[src/wbmc_consts.svh]
// Offsets, field positions, reset values and watchdog periods of the
// watchdog and bus mode control registers.
// Assumes inclusion by bare name from the package and the register module.
`ifndef WBMC_CONSTS_SVH
`define WBMC_CONSTS_SVH
// Register addresses (7-bit frame address)
`define WBMC_ADDR_HW 7'h02
`define WBMC_ADDR_WD 7'h03
`define WBMC_ADDR_BUS1 7'h04
`define WBMC_ADDR_BUS2 7'h05
`define WBMC_ADDR_WK2 7'h07
// Reset values
`define WBMC_RST_HW 8'h00
`define WBMC_RST_WD 8'h14
`define WBMC_RST_BUS1 8'h20
`define WBMC_RST_BUS2 8'h00
`define WBMC_RST_WK2 8'h07
// Writable-bit masks, reserved bits clear
`define WBMC_MASK_HW 8'hfb
`define WBMC_MASK_WD 8'hf7
`define WBMC_MASK_BUS1 8'hff
`define WBMC_MASK_BUS2 8'h23
`define WBMC_MASK_WK2 8'ha7
// Bits kept by a soft reset in the mode and supply register
`define WBMC_HW_SOFT_KEEP 8'h88
// Field positions
`define WBMC_HW_FO 5
`define WBMC_BUS2_PEAK 5
`define WBMC_WK2_INTG 7
// Fail-safe load values and the bits they keep
`define WBMC_FS_BUS1 8'h09
`define WBMC_FS_BUS1_KEEP 8'he0
`define WBMC_FS_BUS2 8'h01
`define WBMC_FS_WK2 8'h07
`define WBMC_FS_WK2_KEEP 8'ha0
// Watchdog periods in ms
`define WBMC_WD_MS0 11'd10
`define WBMC_WD_MS1 11'd20
`define WBMC_WD_MS2 11'd50
`define WBMC_WD_MS3 11'd100
`define WBMC_WD_MS4 11'd200
`define WBMC_WD_MS5 11'd500
`define WBMC_WD_MS6 11'd1000
`endif

[src/wbmc_pkg.sv]
// Types shared by the watchdog and bus mode control registers.
// Assumes the constants header sits in the same folder.
`include "wbmc_consts.svh"
package wbmc_pkg;
   // Chip mode reported by the internal sequencer
   typedef enum logic [2:0] {
      WBMC_M_INIT = 3'b000,
      WBMC_M_NORMAL = 3'b001,
      WBMC_M_STOP = 3'b010,
      WBMC_M_SLEEP = 3'b011,
      WBMC_M_RESTART = 3'b100,
      WBMC_M_FAILSAFE = 3'b101
   } wbmc_mode_t;
   // Transceiver configuration handed to the analog front ends
   typedef struct packed {
      logic lin_fast;
      logic lin_low_slope;
      logic lin_tx_timeout_enable;
      logic [1:0] lin_first_mode;
      logic [2:0] can_mode;
      logic peak_current_threshold;
      logic [1:0] lin_second_mode;
   } wbmc_bus_cfg_t;
endpackage : wbmc_pkg

[src/wbmc_regs.sv]
// Watchdog and bus mode control registers, written over a 16-bit serial
// frame: bit 15 write flag, bits 14:8 address, bits 7:0 data, MSB first.
// Assumes the sequencer drives mode and entry pulses on I_CLK.
`timescale 1ns/10ps
`default_nettype none
`include "wbmc_consts.svh"
module wbmc_regs
   import wbmc_pkg::*;
#(
   parameter int unsigned FRAME_BITS = 16
) (
   // Clock and power-on reset
   input wire logic I_CLK,
   input wire logic I_RST,
   // Serial pins
   input wire logic I_SCLK,
   input wire logic I_CHIP_SELECT_N,
   input wire logic I_SDI,
   output logic O_SDO,
   output logic O_SDO_OE,
   // Sequencer
   input wire wbmc_mode_t I_MODE,
   input wire logic I_SOFT_RESET,
   input wire logic I_RESTART_ENTRY,
   input wire logic I_SLEEP_ENTRY,
   input wire logic I_STOP_ENTRY,
   input wire logic I_FAILSAFE_ENTRY,
   input wire logic I_SYSTEM_ERROR_FLAG,
   input wire logic I_FAILURE_LATCH,
   input wire logic I_WAKE_EVT,
   input wire logic I_STATUS_EVT,
   // Supply and failure outputs
   output logic O_FAILURE_OUTPUTS,
   output logic O_AUX_VOLTAGE_SELECT,
   output logic O_AUX_LOAD_SHARE,
   // Watchdog configuration
   output logic O_WD_STOP_DISABLE,
   output logic O_WD_WINDOW_SELECT,
   output logic O_WD_START_ON_BUS_WAKE,
   output logic [2:0] O_WD_PERIOD_SELECT,
   output logic [10:0] O_WD_PERIOD_MS,
   // Transceivers, interrupt and fault
   output wbmc_bus_cfg_t O_BUS_CFG,
   output logic O_INT,
   output logic O_SPI_FAIL
);
   if (FRAME_BITS != 16) begin : g_chk
      $error("FRAME_BITS must be 16");
   end

   //----------------------------------------------------------------
   // Pin synchronisers and edge detection
   //----------------------------------------------------------------
   logic [2:0] sclk_q, csn_q;
   logic [1:0] sdi_q;
   logic sclk_rise, sclk_fall, csn_rise, csn_fall;
   // Two flops per pin, a third stage only for edges
   always_ff @(posedge I_CLK) begin
      if (I_RST) begin
         sclk_q <= 3'h0;
         csn_q <= 3'h7;
         sdi_q <= 2'h0;
      end else begin
         sclk_q <= {sclk_q[1:0], I_SCLK};
         csn_q <= {csn_q[1:0], I_CHIP_SELECT_N};
         sdi_q <= {sdi_q[0], I_SDI};
      end
   end
   assign sclk_rise = sclk_q[1] & ~sclk_q[2] & ~csn_q[1];
   assign sclk_fall = ~sclk_q[1] & sclk_q[2] & ~csn_q[1];
   assign csn_rise = csn_q[1] & ~csn_q[2];
   assign csn_fall = ~csn_q[1] & csn_q[2];

   //----------------------------------------------------------------
   // Frame shifter
   //----------------------------------------------------------------
   logic [15:0] rx_q;
   logic [4:0] cnt_q;
   logic [7:0] tx_q, rd_data;
   logic sdo_q;
   logic [7:0] hw_q, wd_q, bus1_q, bus2_q, wk2_q;
   // Receive bits on rising clock, count saturating at 31
   always_ff @(posedge I_CLK) begin
      if (I_RST || csn_fall) begin
         rx_q <= 16'h0000;
         cnt_q <= 5'h00;
      end else if (sclk_rise) begin
         rx_q <= {rx_q[14:0], sdi_q[1]};
         cnt_q <= (cnt_q == 5'h1f) ? cnt_q : cnt_q + 5'h01;
      end
   end
   // Read data of the address in rx_q[6:0] once it is complete
   always_comb begin
      case (rx_q[6:0])
         `WBMC_ADDR_HW: rd_data = hw_q;
         `WBMC_ADDR_WD: rd_data = wd_q;
         `WBMC_ADDR_BUS1: rd_data = bus1_q;
         `WBMC_ADDR_BUS2: rd_data = bus2_q;
         `WBMC_ADDR_WK2: rd_data = wk2_q;
         default: rd_data = 8'h00;
      endcase
   end
   // Previous register value goes out on falling clock in the data byte
   always_ff @(posedge I_CLK) begin
      if (I_RST || csn_fall) begin
         tx_q <= 8'h00;
         sdo_q <= 1'b0;
      end else if (sclk_rise && cnt_q == 5'd7) begin
         tx_q <= 8'h00;
      end else if (sclk_fall && cnt_q == 5'd8) begin
         sdo_q <= rd_data[7];
         tx_q <= {rd_data[6:0], 1'b0};
      end else if (sclk_fall && cnt_q > 5'd8) begin
         sdo_q <= tx_q[7];
         tx_q <= {tx_q[6:0], 1'b0};
      end
   end
   assign O_SDO = sdo_q;
   assign O_SDO_OE = ~csn_q[1];

   //----------------------------------------------------------------
   // Write decode
   //----------------------------------------------------------------
   logic wr_ok;
   logic [6:0] wr_addr;
   logic [7:0] wr_data;
   logic wd_par_bad;
   assign wr_ok = csn_rise && cnt_q == 5'd16 && rx_q[15];
   assign wr_addr = rx_q[14:8];
   assign wr_data = rx_q[7:0];
   assign wd_par_bad = ^wr_data;

   //----------------------------------------------------------------
   // Mode and supply register
   //----------------------------------------------------------------
   always_ff @(posedge I_CLK) begin
      if (I_RST) begin
         hw_q <= `WBMC_RST_HW;
      end else if (I_SOFT_RESET) begin
         hw_q <= hw_q & `WBMC_HW_SOFT_KEEP;
      end else if (I_RESTART_ENTRY) begin
         hw_q[`WBMC_HW_FO] <= 1'b0;
      end else if (wr_ok && wr_addr == `WBMC_ADDR_HW) begin
         hw_q <= wr_data & `WBMC_MASK_HW;
      end
   end
   // Software enable cannot release outputs held by the failure latch
   assign O_FAILURE_OUTPUTS = hw_q[`WBMC_HW_FO] | I_FAILURE_LATCH;
   assign O_AUX_VOLTAGE_SELECT = hw_q[7];
   assign O_AUX_LOAD_SHARE = hw_q[3];

   //----------------------------------------------------------------
   // Watchdog register
   //----------------------------------------------------------------
   always_ff @(posedge I_CLK) begin
      if (I_RST || I_SOFT_RESET) begin
         wd_q <= `WBMC_RST_WD;
      end else if (wr_ok && wr_addr == `WBMC_ADDR_WD && !wd_par_bad) begin
         wd_q <= wr_data & `WBMC_MASK_WD;
      end
   end
   assign O_WD_STOP_DISABLE = wd_q[6];
   assign O_WD_WINDOW_SELECT = wd_q[5];
   assign O_WD_START_ON_BUS_WAKE = wd_q[4];
   assign O_WD_PERIOD_SELECT = wd_q[2:0];
   // Period lookup, reserved code gives zero
   always_comb begin
      case (wd_q[2:0])
         3'h0: O_WD_PERIOD_MS = `WBMC_WD_MS0;
         3'h1: O_WD_PERIOD_MS = `WBMC_WD_MS1;
         3'h2: O_WD_PERIOD_MS = `WBMC_WD_MS2;
         3'h3: O_WD_PERIOD_MS = `WBMC_WD_MS3;
         3'h4: O_WD_PERIOD_MS = `WBMC_WD_MS4;
         3'h5: O_WD_PERIOD_MS = `WBMC_WD_MS5;
         3'h6: O_WD_PERIOD_MS = `WBMC_WD_MS6;
         default: O_WD_PERIOD_MS = 11'h000;
      endcase
   end

   //----------------------------------------------------------------
   // First bus control register
   //----------------------------------------------------------------
   always_ff @(posedge I_CLK) begin
      if (I_RST || I_SOFT_RESET) begin
         bus1_q <= `WBMC_RST_BUS1;
      end else if (I_FAILSAFE_ENTRY) begin
         bus1_q <= (bus1_q & `WBMC_FS_BUS1_KEEP) | `WBMC_FS_BUS1;
      end else if (I_SLEEP_ENTRY) begin
         // Only the low two bits move; bit 2 is never touched
         if (bus1_q[1:0] == 2'b11 && !I_SYSTEM_ERROR_FLAG) begin
            bus1_q[1:0] <= 2'b01;
         end else if (bus1_q[1:0] == 2'b10) begin
            bus1_q[1:0] <= 2'b01;
         end
      end else if (wr_ok && wr_addr == `WBMC_ADDR_BUS1) begin
         bus1_q <= wr_data;
      end
   end

   //----------------------------------------------------------------
   // Second bus control and external wake registers
   //----------------------------------------------------------------
   logic stop_mode;
   assign stop_mode = (I_MODE == WBMC_M_STOP);
   always_ff @(posedge I_CLK) begin
      if (I_RST || I_SOFT_RESET) begin
         bus2_q <= `WBMC_RST_BUS2;
      end else if (I_FAILSAFE_ENTRY) begin
         bus2_q <= `WBMC_FS_BUS2;
      end else if (wr_ok && wr_addr == `WBMC_ADDR_BUS2) begin
         bus2_q <= wr_data & `WBMC_MASK_BUS2;
         if (stop_mode) begin
            bus2_q[`WBMC_BUS2_PEAK] <= bus2_q[`WBMC_BUS2_PEAK];
         end
      end
   end
   always_ff @(posedge I_CLK) begin
      if (I_RST || I_SOFT_RESET) begin
         wk2_q <= `WBMC_RST_WK2;
      end else if (I_FAILSAFE_ENTRY) begin
         wk2_q <= (wk2_q & `WBMC_FS_WK2_KEEP) | `WBMC_FS_WK2;
      end else if (wr_ok && wr_addr == `WBMC_ADDR_WK2) begin
         wk2_q <= wr_data & `WBMC_MASK_WK2;
      end
   end
   // Transceiver configuration fields
   assign O_BUS_CFG = '{
      lin_fast: bus1_q[7],
      lin_low_slope: bus1_q[6],
      lin_tx_timeout_enable: bus1_q[5],
      lin_first_mode: bus1_q[4:3],
      can_mode: bus1_q[2:0],
      peak_current_threshold: bus2_q[`WBMC_BUS2_PEAK],
      lin_second_mode: bus2_q[1:0]
   };

   //----------------------------------------------------------------
   // Interrupt and serial access fault
   //----------------------------------------------------------------
   logic int_q, fail_q;
   always_ff @(posedge I_CLK) begin
      if (I_RST) begin
         int_q <= 1'b0;
      end else begin
         int_q <= I_WAKE_EVT | (wk2_q[`WBMC_WK2_INTG] & I_STATUS_EVT);
      end
   end
   // Odd watchdog parity flags a fault; a stopped peak write does not
   always_ff @(posedge I_CLK) begin
      if (I_RST) begin
         fail_q <= 1'b0;
      end else begin
         fail_q <= wr_ok && wr_addr == `WBMC_ADDR_WD && wd_par_bad;
      end
   end
   assign O_INT = int_q;
   assign O_SPI_FAIL = fail_q;
endmodule : wbmc_regs
`default_nettype wire
[config.mk]
export PLATFORM = sky130hd
export DESIGN_NAME = wbmc_regs
export DESIGN_NICKNAME = d
export VERILOG_FILES = /design/src/wbmc_pkg.sv /design/src/wbmc_regs.sv
export VERILOG_INCLUDE_DIRS = /design/src
export SDC_FILE = /design/constraint.sdc
export NUM_CORES = 1
export LEC_CHECK = 0
export BUFFER_PORTS_ARGS = -buffer_cell sky130_fd_sc_hd__clkbuf_2
export CAP_MARGIN = 20
export CORE_MARGIN = 2
export CORE_UTILIZATION = 29
export DETAILED_ROUTE_END_ITERATION = 10
export PLACE_DENSITY = 0.57
export SYNTH_ARGS = -nofsm -noshare
export SYNTH_HDL_FRONTEND = slang
export SYNTH_SLANG_ARGS = --single-unit
[constraint.sdc]
create_clock -name I_CLK -period 2.5 [get_ports I_CLK]
set_input_delay 0.75 -clock I_CLK [delete_from_list [all_inputs] [get_ports I_CLK]]
set_output_delay 0.75 -clock I_CLK [all_outputs]
set_load 0.05 [all_outputs]
==> reports/results.env <==
CTSHOLDBUFFERS=0
FINAL_PERIOD_MINUS_WORST_SETUP_SLACK_NS=2.28
CTS-ROOT-TO-SINK-BUFFERS=2
WORSTSKEWPAIRLATENCY_NS=0.34
NUMBER_OF_INSTANCES_IN_THE_SYNTHESIZED_NETLIST=395
ROUTE.FINAL.WIRE_LENGTH_MM=9.56
CP_CELL_SEQUENCE='nor2_1 -> mux2_2 -> clkbuf_2'
SETUP_VIOLATIONS=0
SLOWEST_STAGE='dfxtp_1'
PLACEMENT.SETUP.WORST_SLACK_NS=0.363
SYNTH.TOP_CELLS.BY_AREA='dfxtp_1 (40%), a21oi_1 (7.0%), nand2_1 (6.6%), ha_1 (3.7%), o21ai_0 (2.6%)'
GRT_PASS1_WL_MM=15.4
SYNTH.AVG_CELL_AREA_UM2=8.66
ANTENNA-DIODE-COUNT=0
CRITICAL_PATH.REG2REG.STARTPOINT='rx_q[1]$_SDFFE_PP0P_'
FIRST_ITER_VIOLATIONS=241
VIAS_IN_THE_FIRST_GLOBAL_ROUTE=2900
FP.COREAREA_UM2=11500
FINAL-INSTANCE-COUNT-EXCL-FILL=585
INITIAL_CORE_UTIL_PCT=29.8
SYNTH_WARNINGS=0
HOLD_PATH.STARTPOINT='csn_q[0]$_SDFF_PP1_'
SYNTH.TOP_CELL.AREA_SHARE_PCT=40.4
TIMING.SETUP.CRITICAL_PATH_CLASS='reg -> out'
POST-ROUTE-WORST-SETUP-SLACK_NS=0.225
LEAKAGE_nW=1.51
ROUTE.DETAILED.VIAS_PER_INST=5.21
RSZ0062_AT_GRT='no'
PATH_MAX_FANOUT=12
GRT_MAX_DEGREE=23
FINAL_MIN_PERIOD_OVER_CLOCK_PERIOD_PCT=91.0
NUMCTSBUFFERS=9
CRIT_PATH_START='wd_q[0]$_SDFFE_PP0P_'
GRT_OVERFLOW=0
DIE_W_UM=113
ANTENNA_LEFT=0
PATH_BUF_INV=1
DRV.MAX_CAP_VIOLATION_COUNT=0
NUMBER_OF_ENABLE_TYPE_REGISTER_CELLS_IN_THE_SYNTHESIZED_NETLIST=0
GP_CONGESTION=0.979
YS_TYPES=59
CRITPATHTOPFAMILY='flip-flops'
HOLD_PATH.CLASS='reg -> reg'
ASYNCSETRESETFLOPFRACSYNTH_PCT=0
CTS_TREE='built'
MOST_FREQUENT_CELL_AFTER_SYNTHESIS='dfxtp_1'
CLOCK_TREE.ROOT_CELL='clkbuf_16'
FP.DIEAREA_UM2=12700
IOPINCOUNT=52
DRT_DRC_VIOLATIONS_LEFT=0
POST_CTS_GATE_RESIZE_COUNT=0
WL_PER_CELL_UM=16.3
TIMING_WORST_SLEW_PIN_VALUE_NS=0.701
FINAL_LAYOUT_SIZE_SUFFIX_GT1_SHARE_PCT=20.6
PLACED_CELLS_INCL_TAPS=571
FIRST_PASS_ITERS=5
YOSYS.AREA.TOP_TYPE='dfxtp_1'
SYNTH_COMMONEST_CELLS='dfxtp_1 (69), nand2_1 (60), a21oi_1 (48)'
RESULT_OF_THE_RUN='completed'
DP_HPWL_MM=6.99
CRIT_REQUIRED_NS=1.75
MAX_SLEW_MARGIN_VS_LIMIT_PCT=53.1
GRTUSAGETOTAL_PCT=15.5
SYNTHESIS.AREA_UM2=3420
NUM_VIAS=3050
TIMING.CRITICAL_PATH.SLOWEST_CELL_DELAY_NS=0.55
CRITICAL_PATH_ARRIVAL_NS=1.53
IR_WORST_VDD_mV=0.360
FMAX_MHz=440
GRT_ANTENNA_BEFORE_REPAIR=0
SETUP_TNS_NS=0
AREA_DELTA_SYNTH_FINAL_PCT=19.0
FINAL_SLEW_VIOLATIONS=0
CLOCK_SINKS=69
ROWS=39
HTREE_LEVELS=3
CRITICAL_PATH.STARTPOINT_TYPE='flop'
FINAL_NETS=466
DIE_HEIGHT_UM=113
PORT-BUFFER-COUNT=48
TIMING_HOLD_VIOLATIONS_FINAL=0
SYNTH-MAIN-FF-CELL='dfxtp_1'
SYNTH.YOSYS.SEQ_AREA_SHARE_PCT=40.4
CLKSLEWWORSTSETUPHOLDPATHS_NS=0.05
POST-CTS-SETUP-BUFFERS=0
CLOCK_SKEW_NS=0.00481
TIMING.CRITICAL_PATH.TO_TYPE='output port'
POWER_DENSITY_nW_PER_UM2=602
POSTSYNTHREGISTERBITS=69
final timing paths:
check / slack [ns] / endpoint / depth (start not counted)
worst max-delay path: 0.22 / O_WD_PERIOD_MS[4] / 3
worst max register to register: 0.32 / O_SDO$_SDFFE_PP0P_ / 5
worst min register to register: 0.41 / csn_q[1]$_SDFF_PP1_ / 1
worst min-delay path: 0.41 / csn_q[1]$_SDFF_PP1_ / 1
registers in the layout, indices dropped and copies added, names as in the netlist:
name / cells
cnt_q: 5
csn_q: 3
O_SPI_FAIL: 1
hw_q: 7
wd_q: 7
wk2_q: 5
rx_q: 16
bus2_q: 3
sclk_q: 3
sdi_q: 2
O_INT: 1
bus1_q: 8
tx_q: 7
O_SDO: 1
logic make-up after synthesis:
group | Yosys count | share of synthesized area, %
adders and majority gates | 10 | 3.66
muxes | 10 | 3.00
buffers and inverters | 40 | 5.30
xor gates and xnor gates | 10 | 2.96
AOI/OAI and AO/OA | 100 | 18.5
DFF | 69 | 40.4
other | 1 | 0.110
and+or+nand+nor | 155 | 26.0
stage by stage:
step	power, mW	hold slack, ns	utilization (%)	area [µm²]
floorplan	1.20	0.389	-	3420
global placement	1.23	0.393	33.0	3790
detailed placement	1.23	0.398	33.0	3790
CTS	2.46	0.413	35.5	4070
global route	2.52	0.419	35.5	4070
finish	2.45	0.408	35.5	4070
cell type report:
type,instances,area (µm²)
tap,143,179
inverter,14,52.6
multi-input combinational,287,1860
clock inverter,2,35.0
fill,1153,7400
timing repair buffer,58,315
sequential,69,1380
clock buffer,12,246
where the power goes:
part / internal (mW) / total, mW / switching (mW) / leakage, nW
Clock: 0.786 / 1.24 / 0.453 / 0.139
Sequential: 1.11 / 1.12 / 0.00621 / 0.558
Combinational: 0.0277 / 0.0947 / 0.0669 / 0.817
Total: 1.92 / 2.45 / 0.526 / 1.51
layer usage:
layer  part of all wire, %  wire length, µm  up-vias  track usage (%)
li1                      -                -     1490                -
met1                    47             4520     1451             21.4
met2                    45             4280       92             23.6
met3                   6.4              611       17             4.27
met4                   1.7              160        0             4.55
met5                     0                0        -                0
layout by cell type, fill, tap and decap left out, types with 3 or more instances in the layout:
| master | netlist | layout |
|---|---|---|
| clkbuf_2 | 0 | 48 |
| nor2b_1 | 7 | 7 |
| o31ai_1 | 6 | 6 |
| a211oi_1 | 6 | 6 |
| a22o_1 | 5 | 5 |
| or2_2 | 7 | 7 |
| a21oi_1 | 48 | 48 |
| inv_1 | 14 | 14 |
| nor2_1 | 22 | 22 |
| a222oi_1 | 3 | 3 |
| nand4_1 | 12 | 12 |
| nand2_1 | 60 | 60 |
| xnor2_1 | 5 | 5 |
| nand2b_1 | 3 | 3 |
| and3_1 | 4 | 4 |
| buf_4 | 6 | 10 |
| nor3_1 | 4 | 4 |
| and2_1 | 3 | 3 |
| dfxtp_1 | 69 | 69 |
| xor2_1 | 4 | 4 |
| o21ai_0 | 18 | 18 |
| and4b_1 | 3 | 3 |
| clkbuf_16 | 0 | 9 |
| nand3_1 | 6 | 6 |
| ha_1 | 10 | 10 |
| mux2i_1 | 8 | 8 |
Power figures use the tool's default switching activity.
